## src/hdl/timer_capture_defs.vh

```
`ifndef TIMER_CAPTURE_DEFS_VH
`define TIMER_CAPTURE_DEFS_VH

// ----------------------------------------
// register indices (byte address = 4 x index)
// ----------------------------------------
`define IDX_CAP_EN_FLAGS    8'h92
`define IDX_CAP_EDGE_SEL    8'h93
`define IDX_CAP_FILT_EN     8'h94
`define IDX_TMR_CTRL        8'hC8
`define IDX_TMR_MODE        8'hC9
`define IDX_RLD_CMP_LOW     8'hCA
`define IDX_RLD_CMP_HIGH    8'hCB
`define IDX_CNT_LOW         8'hCC
`define IDX_CNT_HIGH        8'hCD
`define IDX_RES0_LOW        8'hE4
`define IDX_RES0_HIGH       8'hE5
`define IDX_RES1_LOW        8'hE6
`define IDX_RES1_HIGH       8'hE7
`define IDX_RES2_LOW        8'hED
`define IDX_RES2_HIGH       8'hEE
`define IDX_PIN_SEL_A       8'hF1
`define IDX_PIN_SEL_B       8'hF2
`define IDX_INT_EN          8'hF8

// ----------------------------------------
// field positions
// ----------------------------------------
`define CTRL_FLAG_BIT       7
`define CTRL_RUN_BIT        2
`define CTRL_MODE_BIT       0
`define MODE_RLD_EN_BIT     7
`define MODE_CLR_CAP_BIT    3
`define MODE_CLR_MATCH_BIT  2
`define MODE_TRIG_LSB       0
`define CH_EN_LSB           4
`define CH_FLAG_LSB         0
`define CH_FILT_LSB         4
`define INT_CAP_IE_BIT      2
`define INT_GLOBAL_IE_BIT   7

// ----------------------------------------
// encodings, reset values, timing
// ----------------------------------------
`define EDGE_FALL           2'h0
`define EDGE_RISE           2'h1
`define EDGE_ANY            2'h2
`define TRIG_OVERFLOW       2'h0
`define REG_RESET           8'h00
`define CNT_RESET           16'h0000
`define CNT_MAX             16'hFFFF
`define FILTER_CYCLES       3'h4

`endif

```

## src/hdl/pin_select_mux.v

```verilog
`timescale 1ns/1ps
`include "timer_capture_defs.vh"

module pin_select_mux #(
	parameter PINS = 9
) (
	// selection
	input  wire [3:0]      sel,
	// pins
	input  wire [PINS-1:0] pins,
	output reg             pinOut
);

	// ----------------------------------------
	// out-of-range codes fall back to pin 0
	// ----------------------------------------
	always @*
	begin
		if (sel < PINS)
			pinOut = pins[sel];
		else
			pinOut = pins[0];
	end

endmodule // pin_select_mux

```

## src/hdl/capture_channel.v

```verilog
`timescale 1ns/1ps
`include "timer_capture_defs.vh"

module capture_channel (
	// clock and reset
	input  wire       clk,
	input  wire       srst,
	// pin, asynchronous
	input  wire       pinRaw,
	// control
	input  wire       filterEn,
	input  wire [1:0] edgeSel,
	input  wire       chanEn,
	// event pulse
	output reg        captureEvt
);

	reg       sync1_ff;
	reg       sync2_ff;
	reg       sync3_ff;
	reg       stable_ff;
	reg       filtered_ff;
	reg       prev_ff;
	reg [2:0] glitchCnt_ff;
	wire      rise;
	wire      fall;
	reg       hit;

	// ----------------------------------------
	// synchroniser: change accepted once stages 2 and 3 agree
	// ----------------------------------------
	always @(posedge clk)
	begin
		if (srst)
		begin
			sync1_ff  <= 1'b0;
			sync2_ff  <= 1'b0;
			sync3_ff  <= 1'b0;
			stable_ff <= 1'b0;
		end
		else
		begin
			sync1_ff <= pinRaw;
			sync2_ff <= sync1_ff;
			sync3_ff <= sync2_ff;
			if (sync2_ff == sync3_ff)
				stable_ff <= sync3_ff;
		end
	end

	// ----------------------------------------
	// glitch filter: level must hold four cycles
	// ----------------------------------------
	always @(posedge clk)
	begin
		if (srst)
		begin
			filtered_ff  <= 1'b0;
			glitchCnt_ff <= 3'h0;
		end
		else if (!filterEn)
		begin
			filtered_ff  <= stable_ff;
			glitchCnt_ff <= 3'h0;
		end
		else if (stable_ff != filtered_ff)
		begin
			if (glitchCnt_ff == `FILTER_CYCLES - 3'h1)
			begin
				filtered_ff  <= stable_ff;
				glitchCnt_ff <= 3'h0;
			end
			else
				glitchCnt_ff <= glitchCnt_ff + 3'h1;
		end
		else
			glitchCnt_ff <= 3'h0;
	end

	// ----------------------------------------
	// edge detector, private to this channel
	// ----------------------------------------
	assign rise = filtered_ff & ~prev_ff;
	assign fall = ~filtered_ff & prev_ff;

	always @*
	begin
		case (edgeSel)
			`EDGE_FALL: hit = fall;
			`EDGE_RISE: hit = rise;
			`EDGE_ANY:  hit = rise | fall;
			default:    hit = 1'b0;
		endcase
	end

	always @(posedge clk)
	begin
		if (srst)
		begin
			prev_ff    <= 1'b0;
			captureEvt <= 1'b0;
		end
		else
		begin
			prev_ff    <= filtered_ff;
			captureEvt <= hit & chanEn;
		end
	end

endmodule // capture_channel

```

## src/hdl/timer_reload_compare_capture.v

```verilog
// Contract
// - Mode bit clear selects auto-reload; reload/compare pair holds reload value.
// - Auto-reload with reload enable copies the pair into counter on reload event.
// - Reload event is overflow or one enabled channel's capture, per trigger field.
// - Clear-on-capture in auto-reload: capture only zeroes counter, no reload.
// - Mode bit set selects compare; pair is the 16-bit compare value.
// - In compare mode a counter match sets the timer event flag.
// - Clear-on-match in compare mode zeroes the counter after a match.
// - Three channels, each picking one of nine shared pins.
// - Per-channel glitch filter rejects pulses under four clocks when enabled.
// - Edge field: 00 falling, 01 rising, 10 either, 11 reserved.
// - Independent edge detectors per channel, one shared counter.
// - Selected edge stores the 16-bit counter into that channel's result.
// - Capture sets channel n flag at bit n.
// - Shared request needs capture and global interrupt enables both set.
// - Clear-on-capture: capture counter value first, then zero the counter.
// - Result kept as separately addressed low and high bytes.
// - Trigger field: 00 overflow, 01 channel 0, 10 channel 1, 11 channel 2.
// - Clear-on-capture only in auto-reload; clear-on-match only in compare.
//
// Implementation choice: register access over Avalon-MM.
`timescale 1ns/1ps
`include "timer_capture_defs.vh"

module timer_reload_compare_capture #(
	parameter PINS     = 9,
	parameter CHANNELS = 3
) (
	// clock and reset
	input  wire            clk,
	input  wire            srst,
	// avalon-mm slave, word addressed
	input  wire [7:0]      address,
	input  wire            read,
	input  wire            write,
	input  wire [31:0]     writedata,
	input  wire [3:0]      byteenable,
	output reg  [31:0]     readdata,
	output wire            waitrequest,
	// capture pins
	input  wire [PINS-1:0] capturePin,
	// shared capture request
	output wire            captureIrq
);

	// ----------------------------------------
	// registers
	// ----------------------------------------
	reg  [7:0]          ctrl_ff;
	reg  [7:0]          mode_ff;
	reg  [7:0]          rldCmpLow_ff;
	reg  [7:0]          rldCmpHigh_ff;
	reg  [15:0]         cnt_ff;
	reg  [CHANNELS-1:0] chanEn_ff;
	reg  [CHANNELS-1:0] capFlag_ff;
	reg  [5:0]          edgeSel_ff;
	reg  [CHANNELS-1:0] filtEn_ff;
	reg  [7:0]          pinSelA_ff;
	reg  [3:0]          pinSelB_ff;
	reg  [7:0]          intEn_ff;
	reg  [15:0]         result_ff [0:CHANNELS-1];
	reg                 readAck_ff;

	reg  [15:0]         nxt_cnt;
	reg                 nxt_tmrFlag;
	reg  [31:0]         nxt_readdata;

	wire [CHANNELS-1:0] captureEvt;
	wire [CHANNELS-1:0] selPin;
	wire [3:0]          pinSel [0:CHANNELS-1];
	wire [7:0]          resLowIdx [0:CHANNELS-1];
	wire [7:0]          resHighIdx [0:CHANNELS-1];
	wire                wrLow;
	wire [7:0]          wrByte;

	wire                compareMode;
	wire                running;
	wire [15:0]         rldCmp;
	wire                overflow;
	wire                match;
	wire                anyCapture;
	reg                 reloadEvt;

	assign wrLow  = write & byteenable[0];
	assign wrByte = writedata[7:0];

	// ----------------------------------------
	// bus handshake
	// ----------------------------------------
	// reads wait one cycle so read data comes from a flop; writes never wait
	assign waitrequest = read & ~readAck_ff;

	always @(posedge clk)
	begin
		if (srst)
			readAck_ff <= 1'b0;
		else
			readAck_ff <= read & ~readAck_ff;
	end

	// ----------------------------------------
	// channels
	// ----------------------------------------
	assign pinSel[0] = pinSelA_ff[3:0];
	assign pinSel[1] = pinSelA_ff[7:4];
	assign pinSel[2] = pinSelB_ff;

	// the third result pair sits apart from the first two, so each index is spelled out
	assign resLowIdx[0]  = `IDX_RES0_LOW;
	assign resHighIdx[0] = `IDX_RES0_HIGH;
	assign resLowIdx[1]  = `IDX_RES1_LOW;
	assign resHighIdx[1] = `IDX_RES1_HIGH;
	assign resLowIdx[2]  = `IDX_RES2_LOW;
	assign resHighIdx[2] = `IDX_RES2_HIGH;

	genvar ch;
	generate
		for (ch = 0; ch < CHANNELS; ch = ch + 1)
		begin : gChan
			pin_select_mux #(
				.PINS (PINS)
			) uMux (
				.sel    (pinSel[ch]),
				.pins   (capturePin),
				.pinOut (selPin[ch])
			);

			capture_channel uChan (
				.clk        (clk),
				.srst       (srst),
				.pinRaw     (selPin[ch]),
				.filterEn   (filtEn_ff[ch]),
				.edgeSel    (edgeSel_ff[2*ch+1:2*ch]),
				.chanEn     (chanEn_ff[ch]),
				.captureEvt (captureEvt[ch])
			);

			// capture wins over a software write in the same cycle
			always @(posedge clk)
			begin
				if (srst)
					result_ff[ch] <= `CNT_RESET;
				else if (captureEvt[ch])
					result_ff[ch] <= cnt_ff;
				else if (wrLow && address == resLowIdx[ch])
					result_ff[ch][7:0] <= wrByte;
				else if (wrLow && address == resHighIdx[ch])
					result_ff[ch][15:8] <= wrByte;
			end

			// set wins over a clearing write
			always @(posedge clk)
			begin
				if (srst)
					capFlag_ff[ch] <= 1'b0;
				else if (captureEvt[ch])
					capFlag_ff[ch] <= 1'b1;
				else if (wrLow && address == `IDX_CAP_EN_FLAGS)
					capFlag_ff[ch] <= wrByte[`CH_FLAG_LSB + ch];
			end
		end
	endgenerate

	assign captureIrq = (|capFlag_ff) & intEn_ff[`INT_CAP_IE_BIT] & intEn_ff[`INT_GLOBAL_IE_BIT];

	// ----------------------------------------
	// timer control decode
	// ----------------------------------------
	assign compareMode = ctrl_ff[`CTRL_MODE_BIT];
	assign running     = ctrl_ff[`CTRL_RUN_BIT];
	assign rldCmp      = {rldCmpHigh_ff, rldCmpLow_ff};
	assign overflow    = running & (cnt_ff == `CNT_MAX);
	assign match       = compareMode & (cnt_ff == rldCmp);
	assign anyCapture  = |captureEvt;

	always @*
	begin
		case (mode_ff[`MODE_TRIG_LSB+1:`MODE_TRIG_LSB])
			`TRIG_OVERFLOW: reloadEvt = overflow;
			2'h1:           reloadEvt = captureEvt[0];
			2'h2:           reloadEvt = captureEvt[1];
			default:        reloadEvt = captureEvt[2];
		endcase
	end

	// ----------------------------------------
	// counter
	// ----------------------------------------
	// software writes to the counter bytes override hardware updates
	always @*
	begin
		nxt_cnt = cnt_ff;
		if (running)
			nxt_cnt = cnt_ff + 16'h0001;
		if (!compareMode)
		begin
			if (mode_ff[`MODE_CLR_CAP_BIT])
			begin
				if (anyCapture)
					nxt_cnt = `CNT_RESET;
				else if (mode_ff[`MODE_RLD_EN_BIT] && overflow && reloadEvt)
					nxt_cnt = rldCmp;
			end
			else if (mode_ff[`MODE_RLD_EN_BIT] && reloadEvt)
				nxt_cnt = rldCmp;
		end
		else if (match && mode_ff[`MODE_CLR_MATCH_BIT])
			nxt_cnt = `CNT_RESET;
		if (wrLow && address == `IDX_CNT_LOW)
			nxt_cnt = {nxt_cnt[15:8], wrByte};
		if (wrLow && address == `IDX_CNT_HIGH)
			nxt_cnt = {wrByte, nxt_cnt[7:0]};
	end

	// overflow flags in auto-reload, match flags in compare; set wins over clear
	always @*
	begin
		nxt_tmrFlag = ctrl_ff[`CTRL_FLAG_BIT];
		if (wrLow && address == `IDX_TMR_CTRL)
			nxt_tmrFlag = wrByte[`CTRL_FLAG_BIT];
		if (compareMode ? match : overflow)
			nxt_tmrFlag = 1'b1;
	end

	always @(posedge clk)
	begin
		if (srst)
			cnt_ff <= `CNT_RESET;
		else
			cnt_ff <= nxt_cnt;
	end

	// ----------------------------------------
	// configuration registers
	// ----------------------------------------
	always @(posedge clk)
	begin
		if (srst)
		begin
			ctrl_ff       <= `REG_RESET;
			mode_ff       <= `REG_RESET;
			rldCmpLow_ff  <= `REG_RESET;
			rldCmpHigh_ff <= `REG_RESET;
			chanEn_ff     <= {CHANNELS{1'b0}};
			edgeSel_ff    <= 6'h00;
			filtEn_ff     <= {CHANNELS{1'b0}};
			pinSelA_ff    <= `REG_RESET;
			pinSelB_ff    <= 4'h0;
			intEn_ff      <= `REG_RESET;
		end
		else
		begin
			ctrl_ff[`CTRL_FLAG_BIT] <= nxt_tmrFlag;
			if (wrLow)
			begin
				case (address)
					`IDX_TMR_CTRL:
					begin
						ctrl_ff[`CTRL_RUN_BIT]  <= wrByte[`CTRL_RUN_BIT];
						ctrl_ff[`CTRL_MODE_BIT] <= wrByte[`CTRL_MODE_BIT];
					end
					`IDX_TMR_MODE:     mode_ff       <= wrByte & 8'h8F;
					`IDX_RLD_CMP_LOW:  rldCmpLow_ff  <= wrByte;
					`IDX_RLD_CMP_HIGH: rldCmpHigh_ff <= wrByte;
					`IDX_CAP_EN_FLAGS: chanEn_ff     <= wrByte[`CH_EN_LSB+CHANNELS-1:`CH_EN_LSB];
					`IDX_CAP_EDGE_SEL: edgeSel_ff    <= wrByte[5:0];
					`IDX_CAP_FILT_EN:  filtEn_ff     <= wrByte[`CH_FILT_LSB+CHANNELS-1:`CH_FILT_LSB];
					`IDX_PIN_SEL_A:    pinSelA_ff    <= wrByte;
					`IDX_PIN_SEL_B:    pinSelB_ff    <= wrByte[3:0];
					`IDX_INT_EN:       intEn_ff      <= wrByte & 8'h84;
					default:           ctrl_ff[1]    <= ctrl_ff[1];
				endcase
			end
		end
	end

	// ----------------------------------------
	// read mux, registered
	// ----------------------------------------
	always @*
	begin
		nxt_readdata = 32'h00000000;
		case (address)
			`IDX_TMR_CTRL:     nxt_readdata[7:0] = ctrl_ff;
			`IDX_TMR_MODE:     nxt_readdata[7:0] = mode_ff;
			`IDX_RLD_CMP_LOW:  nxt_readdata[7:0] = rldCmpLow_ff;
			`IDX_RLD_CMP_HIGH: nxt_readdata[7:0] = rldCmpHigh_ff;
			`IDX_CNT_LOW:      nxt_readdata[7:0] = cnt_ff[7:0];
			`IDX_CNT_HIGH:     nxt_readdata[7:0] = cnt_ff[15:8];
			`IDX_CAP_EN_FLAGS: nxt_readdata[7:0] = {1'b0, chanEn_ff, 1'b0, capFlag_ff};
			`IDX_CAP_EDGE_SEL: nxt_readdata[7:0] = {2'h0, edgeSel_ff};
			`IDX_CAP_FILT_EN:  nxt_readdata[7:0] = {1'b0, filtEn_ff, 4'h0};
			`IDX_RES0_LOW:     nxt_readdata[7:0] = result_ff[0][7:0];
			`IDX_RES0_HIGH:    nxt_readdata[7:0] = result_ff[0][15:8];
			`IDX_RES1_LOW:     nxt_readdata[7:0] = result_ff[1][7:0];
			`IDX_RES1_HIGH:    nxt_readdata[7:0] = result_ff[1][15:8];
			`IDX_RES2_LOW:     nxt_readdata[7:0] = result_ff[2][7:0];
			`IDX_RES2_HIGH:    nxt_readdata[7:0] = result_ff[2][15:8];
			`IDX_PIN_SEL_A:    nxt_readdata[7:0] = pinSelA_ff;
			`IDX_PIN_SEL_B:    nxt_readdata[7:0] = {4'h0, pinSelB_ff};
			`IDX_INT_EN:       nxt_readdata[7:0] = intEn_ff;
			default:           nxt_readdata = 32'h00000000;
		endcase
	end

	always @(posedge clk)
	begin
		if (srst)
			readdata <= 32'h00000000;
		else if (read && !readAck_ff)
			readdata <= nxt_readdata;
	end

endmodule // timer_reload_compare_capture

```

## config.mk

```make
export PLATFORM = sky130hd
export DESIGN_NAME = timer_reload_compare_capture
export DESIGN_NICKNAME = d
export VERILOG_FILES = /design/src/hdl/pin_select_mux.v /design/src/hdl/capture_channel.v /design/src/hdl/timer_reload_compare_capture.v
export VERILOG_INCLUDE_DIRS = /design/src /design/src/hdl
export SDC_FILE = /design/constraint.sdc
export NUM_CORES = 1
export LEC_CHECK = 0
export ABC_AREA = 1
export BUFFER_PORTS_ARGS = -buffer_cell sky130_fd_sc_hd__buf_2
export CAP_MARGIN = 5
export CORE_MARGIN = 1
export CORE_UTILIZATION = 54
export DETAILED_ROUTE_END_ITERATION = 16
export PLACE_DENSITY = 0.77
export SYNTH_ARGS = -nofsm -noshare
export SYNTH_HDL_FRONTEND = slang
export SYNTH_SLANG_ARGS = --single-unit
export TNS_END_PERCENT = 1
```

## constraint.sdc

```tcl
create_clock -name clk -period 1.7 [get_ports clk]
set_input_delay 0 -clock clk [delete_from_list [all_inputs] [get_ports clk]]
set_output_delay 0 -clock clk [all_outputs]
set_load 0.005 [all_outputs]
```

# Word level (Yosys, flattened, before mapping)
# Memories as Yosys holds them, arrays and structs flattened.
# Cells that the tools add are included.
dict set report op_classes {
  n_addsub 4
  n_lt_le_gt_ge 6
  n_eq_ne 43
  muxes 88
  bitwise_logic 40
  reduce_logical 42
}
# operator count
set ops {}
lappend ops {{two-way mux 16 bit} 11}
lappend ops {{== test 8 bit, second input constant} 18}
lappend ops {{case mux 8 bit (18 select lines)} 1}
lappend ops {{two-way mux 1 bit} 62}
lappend ops {{two-way mux 8 bit} 7}
lappend ops {{AND reduction 2 bit} 13}
lappend ops {{adder 16 x 1 -> 16 bit, second input constant} 1}
lappend ops {{== test 16 bit} 1}
lappend ops {{== test 16 bit, second input constant} 1}
lappend ops {{bitwise AND 1 bit} 15}
lappend ops {{logical AND 1 bit} 15}
lappend ops {{< comparator 4 x 5 -> 1 bit, second input constant} 3}
lappend ops {{inverter 1 bit} 13}
lappend ops {{binary-select mux 1 bit (select 4 bit)} 3}
lappend ops {{< comparator 4 bit, second input constant} 3}
lappend ops {{!= test 2 x 1 -> 1 bit, second input constant} 6}
lappend ops {{bitwise OR 1 bit} 12}
lappend ops {{case mux 1 bit (3 select lines)} 4}
lappend ops {{OR reduction 4 bit} 3}
lappend ops {{adder 3 x 1 -> 3 bit, second input constant} 3}
lappend ops {{== test 3 x 2 -> 1 bit, second input constant} 3}
lappend ops {{== test 2 x 1 -> 1 bit, second input constant} 4}
lappend ops {{== test 2 bit, second input constant} 4}
lappend ops {{zero test 2 bit} 4}
lappend ops {{other kinds (5)} 13}
dict set report word_totals {
  regBits 108
  ramBits 48
  input_bits 57
  out_inout_bits 34
  wordCells 265
  n_memories 1
}
# name words word_bits rd rd_clocked_by_memory_dff wr line_no
set memory_table {}
lappend memory_table {result_ff 3 16 3 0 3 timer_reload_compare_capture.v:61} ;# reg [15:0] result_ff [0:CHANNELS-1];

# Longest topological paths before layout
# Gate-level depths: netlist (run 1).
dict set report depth {
  ltp_word 10
  depth_mapped 14
  ltp_nobuf 14
}

# By module
# A second synthesis (run 1) with hierarchy kept.
dict set report hier_totals {
  cells_unflattened 1313
  area_unflattened_um2 9153.8
}
# mod n_inst cells_each area_per_inst_um2 seq_area_each_um2
set by_module_without_submodules {}
lappend by_module_without_submodules {timer_reload_compare_capture 1 1061 7539.7 3002.9}
lappend by_module_without_submodules {capture_channel 3 53 409.1 200.2}
lappend by_module_without_submodules {pin_select_mux 3 31 128.9 0.0}

# Worst setup path after synthesis (run 1)
# Ideal clock, no wire load.
dict set report synth_timing {
  path_kind {reg2reg}
  start {register cnt_ff[0]}
  end {register cnt_ff[0]}
  setup_ps 132
  t_arrival_ps 1660
  required_ps 1568
  slack_ps -93
  path_stages_with_launch 14
  path_buffers 1
  period_less_slack_ps 1793
  path_cell_list {dfxtp_1 -> ha_1 -> inv_1 -> nor2_1 -> nand2_2 -> nor2_8 -> nand2_4 -> nand2_4 -> buf_2 -> nand3_1 -> nand3_1 -> nand3_1 -> nand2_1 -> a21oi_1}
}
dict set report synth_between {
  elab_chain_cells 10
  elab_cells_between_ends 19
  classes_between {add/sub (1); eq/ne (2); mux (10); bitwise (2); reduce/logical (4)}
}
# element line_no
set synth_lines {}
lappend synth_lines {{from (decl)} timer_reload_compare_capture.v:53} ;# reg [15:0] cnt_ff;
lappend synth_lines {{from (signal assigned)} timer_reload_compare_capture.v:228} ;# cnt_ff <= `CNT_RESET;
lappend synth_lines {{from (signal assigned)} timer_reload_compare_capture.v:230} ;# cnt_ff <= nxt_cnt;
lappend synth_lines {{branches (longest 7 deep; another with adder 16 x 1 -> 16 bit)} --}
lappend synth_lines {{two-way mux 16 bit (*)} timer_reload_compare_capture.v:195} ;# if (!compareMode)
lappend synth_lines {{two-way mux 8 bit (*)} timer_reload_compare_capture.v:209} ;# if (wrLow && address == `IDX_CNT_LOW)
lappend synth_lines {{two-way mux 16 bit (*)} timer_reload_compare_capture.v:211} ;# if (wrLow && address == `IDX_CNT_HIGH)
# Every way passes the cells marked *.
# A chain may end at the register's enable or synchronous reset.

# Final worst setup path (run 1)
dict set report layout_timing {
  start {register cnt_ff[1]}
  end {register cnt_ff[1]}
}
# The elaborated chain is that of the path after synthesis.

==> flow_summary.html, run 1 <==
<table>
<tr><th>Metric</th><th>Value</th></tr>
<tr><th colspan="2">Pwr</th></tr>
<tr><td>Cell area power density</td><td>731 nW/um^2</td></tr>
<tr><td>Portion of total power attributed to the clock network</td><td>47.1%</td></tr>
<tr><td>Portion of total power attributed to sequential cells</td><td>47.7%</td></tr>
<tr><td>Leakage dissipation</td><td>4.66 nW</td></tr>
<tr><td>Internal Pwr Total</td><td>6.09 mW</td></tr>
<tr><td>Sw Share</td><td>25.3%</td></tr>
<tr><td>Combinational group share of total power</td><td>5.2%</td></tr>
<tr><td>Largest voltage drop on the vdd net</td><td>0.716 mV</td></tr>
<tr><td>Post-layout total power</td><td>8.16 mW</td></tr>
<tr><td>Net switching power of the design</td><td>2.06 mW</td></tr>
<tr><th colspan="2">STA</th></tr>
<tr><td>Final Hold Fails</td><td>0</td></tr>
<tr><td>Setup repair after global routing missed its margin</td><td>yes</td></tr>
<tr><td>Fmax</td><td>589 MHz</td></tr>
<tr><td>Clock period minus final worst setup slack</td><td>1.70 ns</td></tr>
<tr><td>Clock tree skew after final layout</td><td>0.00963 ns</td></tr>
<tr><td>Count of final max-slew check failures</td><td>0</td></tr>
<tr><td>Max-Slew Margin vs Limit</td><td>63.2%</td></tr>
<tr><td>Final-layout worst hold slack</td><td>0.0266 ns</td></tr>
<tr><td>Worst-Margin Slew</td><td>0.552 ns</td></tr>
<tr><td>Period utilization</td><td>99.9%</td></tr>
<tr><td>Final setup vio count</td><td>0</td></tr>
<tr><td>Sum of negative setup slack</td><td>0 ns</td></tr>
<tr><th colspan="2">Final layout</th></tr>
<tr><td>Area of all placed cells without fillers</td><td>11,200 um^2</td></tr>
<tr><td>Antenna diode count</td><td>0</td></tr>
<tr><td>Area added between synthesis and finish</td><td>26.0%</td></tr>
<tr><td>Layout Nets</td><td>1,474</td></tr>
<tr><td>Share of post-route cells with drive strength above 1</td><td>22.0%</td></tr>
<tr><th colspan="2">Hold path</th></tr>
<tr><td>Type of the most critical hold path</td><td>input port to flip-flop</td></tr>
<tr><td>Endpoint of the worst hold path</td><td>cnt_ff[0]$_SDFF_PP0_</td></tr>
<tr><td>Count of cells along the worst hold path</td><td>4</td></tr>
<tr><td>Source of the worst hold timing path</td><td>writedata[0]</td></tr>
<tr><th colspan="2">Logic synthesis</th></tr>
<tr><td>Synth top area share</td><td>24.4%</td></tr>
<tr><td>Share of synthesized flip-flops with an asynchronous set or reset</td><td>0%</td></tr>
<tr><td>Synth top area cells</td><td>dfxtp_1, edfxtp_1, nand2_1, a21oi_1, inv_1</td></tr>
<tr><td>Number of distinct library cells after synthesis</td><td>45</td></tr>
<tr><td>Sequential fraction of the synthesis area</td><td>40.7%</td></tr>
<tr><td>Number of flops mapped to enable cells by yosys</td><td>48</td></tr>
<tr><td>Cell taking the most area after synthesis</td><td>dfxtp_1</td></tr>
<tr><td>Post-Synthesis Cells</td><td>1,239</td></tr>
<tr><td>Post-synth design cell area</td><td>8860 um^2</td></tr>
<tr><td>Per-instance average area after synthesis</td><td>7.15 um^2</td></tr>
<tr><td>Most used flip-flop cell after synthesis</td><td>dfxtp_1</td></tr>
<tr><td>Flip-flop and latch count after synthesis</td><td>156</td></tr>
<tr><td>Number of warnings issued by yosys</td><td>0</td></tr>
<tr><th colspan="2">Detailed routing</th></tr>
<tr><td>Via-per-instance ratio</td><td>5.88</td></tr>
<tr><td>DRC Markers</td><td>0</td></tr>
<tr><td>Routed via count</td><td>9,607</td></tr>
<tr><td>Number of routed nets with antenna violations</td><td>0</td></tr>
<tr><td>Total wirelength of the detailed-routed design</td><td>32,000 um</td></tr>
<tr><td>Initial detailed-routing violation count</td><td>983</td></tr>
<tr><td>Average wire length per cell after detail routing</td><td>19.6 um</td></tr>
<tr><td>DRT Pass-1 Iters</td><td>6</td></tr>
<tr><th colspan="2">Floorplan</th></tr>
<tr><td>Die outline area</td><td>16,900 um^2</td></tr>
<tr><td>DIE WIDTH</td><td>130 um</td></tr>
<tr><td>Effective utilization at floorplan</td><td>55.6%</td></tr>
<tr><td>Number of I/O pins</td><td>91</td></tr>
<tr><td>Die boundary height</td><td>130 um</td></tr>
<tr><td>Num rows</td><td>46</td></tr>
<tr><td>Standard cell core area</td><td>15,900 um^2</td></tr>
<tr><th colspan="2">Setup path</th></tr>
<tr><td>Startpoint of the lowest-slack register-to-register path</td><td>cnt_ff[1]$_SDFF_PP0_</td></tr>
<tr><td>Req. time, crit path</td><td>2.07 ns</td></tr>
<tr><td>Setup Crit Path Kind</td><td>flip-flop to flip-flop</td></tr>
<tr><td>Startpoint type of the worst setup path</td><td>flip-flop</td></tr>
<tr><td>Arrival @ worst endpoint</td><td>2.07 ns</td></tr>
<tr><td>Worst Path Max Fanout</td><td>8</td></tr>
<tr><td>Worst flop-to-flop path endpoint</td><td>cnt_ff[1]$_SDFF_PP0_</td></tr>
<tr><td>Worst setup slack for register-to-register paths</td><td>0.002 ns</td></tr>
<tr><td>Worst reg-to-reg path cell count</td><td>12</td></tr>
<tr><td>Crit path capture type</td><td>flip-flop</td></tr>
<tr><th colspan="2">Global routing</th></tr>
<tr><td>Via count of the first global-routing pass</td><td>8,383</td></tr>
<tr><td>Met3 layer usage reported by global route</td><td>7.59%</td></tr>
<tr><td>Pin count of the biggest net entering global routing</td><td>61</td></tr>
<tr><td>Global routing usage on met2</td><td>60.0%</td></tr>
<tr><td>Met1 track demand over resource</td><td>49.5%</td></tr>
<tr><td>First-pass GRT wire length</td><td>47,400 um</td></tr>
<tr><td>All-Layer GR Usage</td><td>38.4%</td></tr>
<tr><td>Grt ovf</td><td>0</td></tr>
<tr><td>Most Crowded Layer GR</td><td>met2</td></tr>
<tr><td>Number of antenna violations at the first check in global routing</td><td>0</td></tr>
<tr><th colspan="2">Clock tree</th></tr>
<tr><td>Level count of the clock H-tree</td><td>4</td></tr>
<tr><td>Inserted Clock Buffers</td><td>17</td></tr>
<tr><td>Sink count of the clock tree</td><td>156</td></tr>
<tr><td>CTS tree</td><td>built</td></tr>
<tr><td>Cell chosen for the clock root</td><td>clkbuf_16</td></tr>
<tr><td>Bufs on Longest Clock Path</td><td>2</td></tr>
<tr><td>Clock latency of the later-clocked register in the worst-skew pair</td><td>0.44 ns</td></tr>
<tr><td>Clock slew seen by the registers of the worst setup and hold paths</td><td>0.07 ns</td></tr>
<tr><th colspan="2">Placed design</th></tr>
<tr><td>Post-place instance area</td><td>10,100 um^2</td></tr>
<tr><td>RePlAce Congestion</td><td>1.03</td></tr>
<tr><td>IO Port Bufs</td><td>39</td></tr>
<tr><td>Total half-perimeter wirelength after legalization and detailed placement</td><td>23,600 um</td></tr>
<tr><th colspan="2">Status</th></tr>
<tr><td>Status</td><td>finished, final reports clean</td></tr>
<tr><th colspan="2">Flow run</th></tr>
<tr><td>Max-Cap Viols</td><td>0</td></tr>
</table>
layout by cell type, fill, tap and decap left out, types with 5 or more instances in the layout:
master	Yosys	layout
a31oi_1	8	6
nor2_1	97	84
o211ai_1	9	9
buf_12	0	5
o21ai_0	91	87
nor3_1	17	17
inv_2	4	9
inv_1	145	138
a21oi_2	1	5
nor2_4	4	11
a21oi_1	114	110
nand3_1	80	76
buf_4	25	128
xor2_1	12	7
clkbuf_16	0	19
nor2_2	4	10
buf_2	10	39
o22ai_1	59	59
nand3_2	1	5
inv_6	0	8
nand2_4	3	6
o21ai_1	7	8
edfxtp_1	48	48
a211oi_1	5	5
ha_1	13	12
dfxtp_4	0	6
o2111ai_1	8	8
conb_1	1	24
buf_6	1	8
nand2_2	3	16
dfxtp_2	0	11
dfxtp_1	108	91
nand2_1	289	272
clkinv_1	5	6
nand4_1	22	22
through the flow:
step	utilization, %	std cells	setup slack (ns)
after global placement	63.6	1590	-0.111
after CTS	67.8	1627	-0.00357
after floorplan	-	1262	-0.000227
after global routing	70.0	1633	-0.116
final	70.0	1633	0.00150
after detailed placement	63.6	1590	-0.149
power groups by stage:
| stage | sequential, mW | clock [mW] | combinational [mW] |
|---|---|---|---|
| after floorplan | 3.98 | 0 | 0.237 |
| after CTS | 3.90 | 3.84 | 0.407 |
| after global placement | 3.98 | 0 | 0.396 |
| final | 3.89 | 3.84 | 0.426 |
| after global routing | 3.90 | 4.00 | 0.455 |
| after detailed placement | 3.98 | 0 | 0.400 |
routing by layer:
| metal | routed length [um] | up-vias |
|---|---|---|
| met5 | 0 | - |
| met4 | 1970 | 0 |
| met3 | 3270 | 153 |
| met2 | 14300 | 591 |
| met1 | 12500 | 4380 |
| li1 | - | 4483 |
registers in the layout, indices dropped and copies added (netlist names), 4 cells and up:
| name | flops |
|---|---|
| readdata | 8 |
| edgeSel_ff | 6 |
| result_ff | 48 |
| gChan.uChan.glitchCnt_ff | 9 |
| rldCmpHigh_ff | 8 |
| cnt_ff | 16 |
| pinSelA_ff | 8 |
| pinSelB_ff | 4 |
| mode_ff | 5 |
| rldCmpLow_ff | 8 |
final cells by class:
type / instances / area, um^2
clock buffers: 19 / 475
clock inverters: 13 / 118
fillers: 1339 / 4780
inverters: 154 / 583
multi-input cells: 891 / 4690
flip-flops and latches: 156 / 3640
well taps: 216 / 270
repair buffers: 184 / 1390
synth_stat cells, types with 3 or more instances:
master,n
nand2_1,289
inv_1,145
a21oi_1,114
dfxtp_1,108
nor2_1,97
o21ai_0,91
nand3_1,80
o22ai_1,59
edfxtp_1,48
buf_4,25
clkbuf_1,25
nand4_1,22
nor3_1,17
ha_1,13
xor2_1,12
buf_2,10
o211ai_1,9
a31oi_1,8
o2111ai_1,8
o21ai_1,7
a211oi_1,5
clkinv_1,5
inv_2,4
nor2_2,4
nor2_4,4
nand2_2,3
nand2_4,3
nor3_2,3
xnor2_1,3
cell families after synthesis:
family	count (synthesis)	share of synthesized area, %
other	1	0.0423
AOI/OAI and AO/OA	308	19.4
xor gates and xnor gates	15	1.48
and+or+nand+nor	531	26.2
adders and majority gates	13	1.84
buffers and inverters	215	10.4
DFF	156	40.7
worst max-delay path: stages (launching register included):
cell      delay [ns]
dfxtp_2         0.35
ha_4            0.14
inv_2           0.03
nor2_2          0.10
nand2_2         0.10
nor2_8          0.11
o211ai_1        0.16
buf_6           0.21
nand2_2         0.06
inv_2           0.03
o21ai_2         0.09
nand2_1         0.08
a21oi_2         0.15
how the worst max path moves through the flow:
stage	start	end	slack (ns)
floorplan	cnt_ff[1]$_SDFF_PP0_	cnt_ff[14]$_SDFF_PP0_	-0.0002
global placement	ctrl_ff[2]$_SDFFE_PP0P_	cnt_ff[9]$_SDFF_PP0_	-0.11
detailed placement	ctrl_ff[2]$_SDFFE_PP0P_	cnt_ff[9]$_SDFF_PP0_	-0.15
CTS	ctrl_ff[2]$_SDFFE_PP0P_	cnt_ff[13]$_SDFF_PP0_	-0.004
global route	ctrl_ff[2]$_SDFFE_PP0P_	cnt_ff[13]$_SDFF_PP0_	-0.12
finish	cnt_ff[1]$_SDFF_PP0_	cnt_ff[1]$_SDFF_PP0_	0.002
timing repair:
action / CTS / global route
resized for setup: 12 / 96
setup endpoints to repair: 16 / 16
setup buffers: 1 / 5
gates cloned: 0 / 1
hold endpoints to repair: 7 / 0
pin swaps: 1 / 38
hold buffers: 4 / 0
Note: power is estimated with default switching activity, not from simulation.
==> run 2, diff against run 1 <==
Settings changed: REMOVE_ABC_BUFFERS set to 1.
==> run 2 against run 1 <==
Net effect:
- the run now ends with setup timing left
- total power is 4.6% higher
- non-clock buffer count unchanged
- via count up 0.47%
- fmax fell by 4.5%
- utilization about the same
- first-iteration DRC count is 34% higher
- critical endpoint is now cnt_ff[13]$_SDFF_PP0_
- largest power group is now clock
==> flow_summary.html, run 2 (synthesized netlist as in run 1, its figures left out) <==
<table>
<tr><th>Metric</th><th>Value</th></tr>
<tr><th colspan="2">Clock tree</th></tr>
<tr><td>Sink count of the clock tree</td><td>156 (unchanged)</td></tr>
<tr><td>Inserted Clock Buffers</td><td>17 (unchanged)</td></tr>
<tr><td>Level count of the clock H-tree</td><td>4 (unchanged)</td></tr>
<tr><td>Clock latency of the later-clocked register in the worst-skew pair</td><td>0.44 ns (about the same)</td></tr>
<tr><td>Clock slew seen by the registers of the worst setup and hold paths</td><td>0.07 ns (about the same)</td></tr>
<tr><td>Bufs on Longest Clock Path</td><td>2 (unchanged)</td></tr>
<tr><td>CTS tree</td><td>built</td></tr>
<tr><td>Cell chosen for the clock root</td><td>clkbuf_16</td></tr>
<tr><th colspan="2">Setup path</th></tr>
<tr><td>Highest cell delay on the worst timing path</td><td>0.36 ns (about the same)</td></tr>
<tr><td>Arrival @ worst endpoint</td><td>2.10 ns (+0.03 ns)</td></tr>
<tr><td>Req. time, crit path</td><td>2.02 ns (-0.05 ns)</td></tr>
<tr><td>Startpoint type of the worst setup path</td><td>flip-flop</td></tr>
<tr><td>CP max-delay cell</td><td>dfxtp_2</td></tr>
<tr><td>Crit path capture type</td><td>flip-flop</td></tr>
<tr><td>Cell Chain, Critical Path</td><td>buf_6, inv_2, nand2_2, nand2_1, nor2_1, nand2_1, nor2_2, nand4_1, buf_6, a21oi_2, a21oi_2</td></tr>
<tr><td>Kind of cell with the highest combined delay on the critical path</td><td>simple AND/OR/NAND/NOR gates</td></tr>
<tr><td>Worst Path Max Fanout</td><td>8 (unchanged)</td></tr>
<tr><td>Buffers &amp; Inverters on Critical Path</td><td>3 (unchanged)</td></tr>
<tr><td>Setup Crit Path Kind</td><td>flip-flop to flip-flop</td></tr>
<tr><td>Startpoint of the lowest-slack register-to-register path</td><td>cnt_ff[1]$_SDFF_PP0_</td></tr>
<tr><td>Critical path origin</td><td>cnt_ff[1]$_SDFF_PP0_</td></tr>
<tr><th colspan="2">Pwr</th></tr>
<tr><td>Cell area power density</td><td>765 nW/um^2 (+4.6%)</td></tr>
<tr><td>Post-layout total power</td><td>8.54 mW (+4.6%)</td></tr>
<tr><td>Largest voltage drop on the vdd net</td><td>0.932 mV (+30%)</td></tr>
<tr><td>Portion of total power attributed to the clock network</td><td>49.3% (+2.2 points)</td></tr>
<tr><td>Combinational group share of total power</td><td>5.1% (about the same)</td></tr>
<tr><td>Sw Share</td><td>24.1% (-1.2 points)</td></tr>
<tr><td>Net switching power of the design</td><td>2.06 mW (-0.36%)</td></tr>
<tr><td>Internal Pwr Total</td><td>6.48 mW (+6.3%)</td></tr>
<tr><td>Leakage dissipation</td><td>4.65 nW (-0.20%)</td></tr>
<tr><td>Portion of total power attributed to sequential cells</td><td>45.6% (-2.1 points)</td></tr>
<tr><th colspan="2">Status</th></tr>
<tr><td>Violated checks</td><td>setup timing</td></tr>
<tr><td>Status</td><td>finished, violations left</td></tr>
<tr><th colspan="2">Floorplan</th></tr>
<tr><td>Effective utilization at floorplan</td><td>55.6% (unchanged)</td></tr>
<tr><td>Num rows</td><td>46 (unchanged)</td></tr>
<tr><td>Die boundary height</td><td>130 um (unchanged)</td></tr>
<tr><td>Die outline area</td><td>16,900 um^2 (unchanged)</td></tr>
<tr><td>DIE WIDTH</td><td>130 um (unchanged)</td></tr>
<tr><td>Standard cell core area</td><td>15,900 um^2 (unchanged)</td></tr>
<tr><td>Number of I/O pins</td><td>91 (unchanged)</td></tr>
<tr><th colspan="2">Global routing</th></tr>
<tr><td>Pin count of the biggest net entering global routing</td><td>36 (-41%)</td></tr>
<tr><td>Via count of the first global-routing pass</td><td>8,641 (+3.1%)</td></tr>
<tr><td>All-Layer GR Usage</td><td>38.3% (-0.10 points)</td></tr>
<tr><td>Grt ovf</td><td>0 (unchanged)</td></tr>
<tr><td>First-pass GRT wire length</td><td>47,600 um (+0.39%)</td></tr>
<tr><td>Number of antenna violations at the first check in global routing</td><td>0 (unchanged)</td></tr>
<tr><th colspan="2">Final layout</th></tr>
<tr><td>Antenna diode count</td><td>0 (unchanged)</td></tr>
<tr><td># fillers</td><td>1,301 (-2.8%)</td></tr>
<tr><td>Utilization after layout</td><td>70.0% (about the same)</td></tr>
<tr><td>Most frequent cells in the layout</td><td>nand2_1, inv_1, buf_4</td></tr>
<tr><td>Largest registers</td><td>result_ff: 48 flops, cnt_ff: 16 flops, gChan.uChan.glitchCnt_ff: 9 flops</td></tr>
<tr><td>Share of post-route cells with drive strength above 1</td><td>21.7% (-0.37 points)</td></tr>
<tr><td>Final instance count without filler cells</td><td>1,634 (+0.061%)</td></tr>
<tr><td>Max FFs per register</td><td>48 (unchanged)</td></tr>
<tr><td>Layout Nets</td><td>1,475 (+0.068%)</td></tr>
<tr><td>Commonest non-fill, non-tap cell in the layout</td><td>nand2_1</td></tr>
<tr><td>Register ranked first by flip-flop count</td><td>result_ff</td></tr>
<tr><td>Area added between synthesis and finish</td><td>26.0% (about the same)</td></tr>
<tr><th colspan="2">STA</th></tr>
<tr><td>Period utilization</td><td>105% (+4.7 points)</td></tr>
<tr><td>Final setup vio count</td><td>15 (+15)</td></tr>
<tr><td>Clock period minus final worst setup slack</td><td>1.78 ns (+0.0801 ns)</td></tr>
<tr><td>Clock tree skew after final layout</td><td>0.0125 ns (+0.00285 ns)</td></tr>
<tr><td>Setup repair after global routing missed its margin</td><td>yes</td></tr>
<tr><td>Fmax</td><td>562 MHz (-4.5%)</td></tr>
<tr><td>Worst-Margin Slew</td><td>0.579 ns (+0.0269 ns)</td></tr>
<tr><td>Sum of negative setup slack</td><td>-0.618 ns (-0.618 ns)</td></tr>
<tr><td>Final Hold Fails</td><td>0 (unchanged)</td></tr>
<tr><td>PnR worst setup slack</td><td>-0.0786 ns (-0.0801 ns)</td></tr>
<tr><td>Count of final max-slew check failures</td><td>0 (unchanged)</td></tr>
<tr><td>Max-Slew Margin vs Limit</td><td>61.1% (-2.0 points)</td></tr>
<tr><th colspan="2">Flow run</th></tr>
<tr><td>Max-Cap Viols</td><td>0 (unchanged)</td></tr>
<tr><th colspan="2">Detailed routing</th></tr>
<tr><td>Via-per-instance ratio</td><td>5.91 (+0.41%)</td></tr>
<tr><td>Routed via count</td><td>9,652 (+0.47%)</td></tr>
<tr><td>Number of routed nets with antenna violations</td><td>0 (unchanged)</td></tr>
<tr><td>DRC Markers</td><td>0 (unchanged)</td></tr>
<tr><td>DRT Pass-1 Iters</td><td>8 (+2)</td></tr>
<tr><td>Initial detailed-routing violation count</td><td>1,318 (+34%)</td></tr>
<tr><td>Average wire length per cell after detail routing</td><td>19.7 um (+0.26%)</td></tr>
<tr><td>Total wirelength of the detailed-routed design</td><td>32,100 um (+0.32%)</td></tr>
<tr><th colspan="2">Hold path</th></tr>
<tr><td>Type of the most critical hold path</td><td>input port to flip-flop</td></tr>
<tr><td>Source of the worst hold timing path</td><td>writedata[1]</td></tr>
<tr><th colspan="2">Placed design</th></tr>
<tr><td>RePlAce Congestion</td><td>1.06 (+2.7%)</td></tr>
<tr><td>Placed Cells incl. Taps</td><td>1,586 (-0.25%)</td></tr>
<tr><td>IO Port Bufs</td><td>39 (unchanged)</td></tr>
<tr><td>Total half-perimeter wirelength after legalization and detailed placement</td><td>22,700 um (-3.6%)</td></tr>
</table>
run 2: worst paths after layout:
path	endpoint	slack [ns]	cells past startpoint
min reg2reg	gChan[1].uChan.glitchCnt_ff[0]$_SDFF_PP0_	0.42	1
max reg2reg	cnt_ff[13]$_SDFF_PP0_	-0.08	11
min	capFlag_ff[1]$_SDFFE_PP0P_	0.02	3
max	cnt_ff[13]$_SDFF_PP0_	-0.08	11
run 2: layout make-up:
cell class | instances | area [um^2] | share of cell area (%)
multi-input cells | 892 | 4640 | 41.5
clock buffers | 20 | 500 | 4.48
clock inverters | 12 | 155 | 1.39
well taps | 216 | 270 | 2.42
flip-flops and latches | 156 | 3640 | 32.6
repair buffers | 184 | 1380 | 12.4
inverters | 154 | 578 | 5.18
run 2: repair_timing:
item                                    in CTS  in global routing
gates resized for setup                     20                 72
setup buffers                                1                  7
endpoints found under the setup margin      16                 17
hold endpoints to repair                     5                  0
gates cloned                                 0                  3
pin swaps                                    2                 18
hold buffers                                 5                  0
run 2: per-stage QoR:
step | setup slack (ns) | hold slack [ns] | area (um^2)
after detailed placement | -0.0807 | 0.386 | 10100
final | -0.0786 | 0.0246 | 11200
after global placement | -0.0962 | 0.391 | 10100
after global routing | -0.170 | 0.0296 | 11200
after CTS | 0.000463 | 0.00867 | 10900
after floorplan | -0.483 | 0.0691 | 8600
run 2: power by group through the flow:
stage          Sequential [mW]  Combinational (mW)  Clock (mW)
2_1_floorplan             3.98               0.177           0
3_3_place_gp              3.98               0.398           0
3_5_place_dp              3.98               0.401           0
4_1_cts                   3.90               0.412        4.21
5_1_grt                   3.90               0.464        4.35
6_report                  3.89               0.433        4.21
run 2: worst reg2reg max path: cells and delay by family (launching register included):
kind | cells | cell delay [ns]
buffers and inverters | 3 | 0.38
AND/OR/NAND/NOR | 6 | 0.68
flip-flops | 1 | 0.36
AO/OA/AOI/OAI | 2 | 0.25
run 2: routing by layer:
metal	up-vias	GRT usage [%]	routed length [um]
li1	4485	-	-
met1	4400	49.7	12400
met2	638	57.9	14200
met3	129	11.5	3990
met4	0	19.4	1540
met5	-	0	0
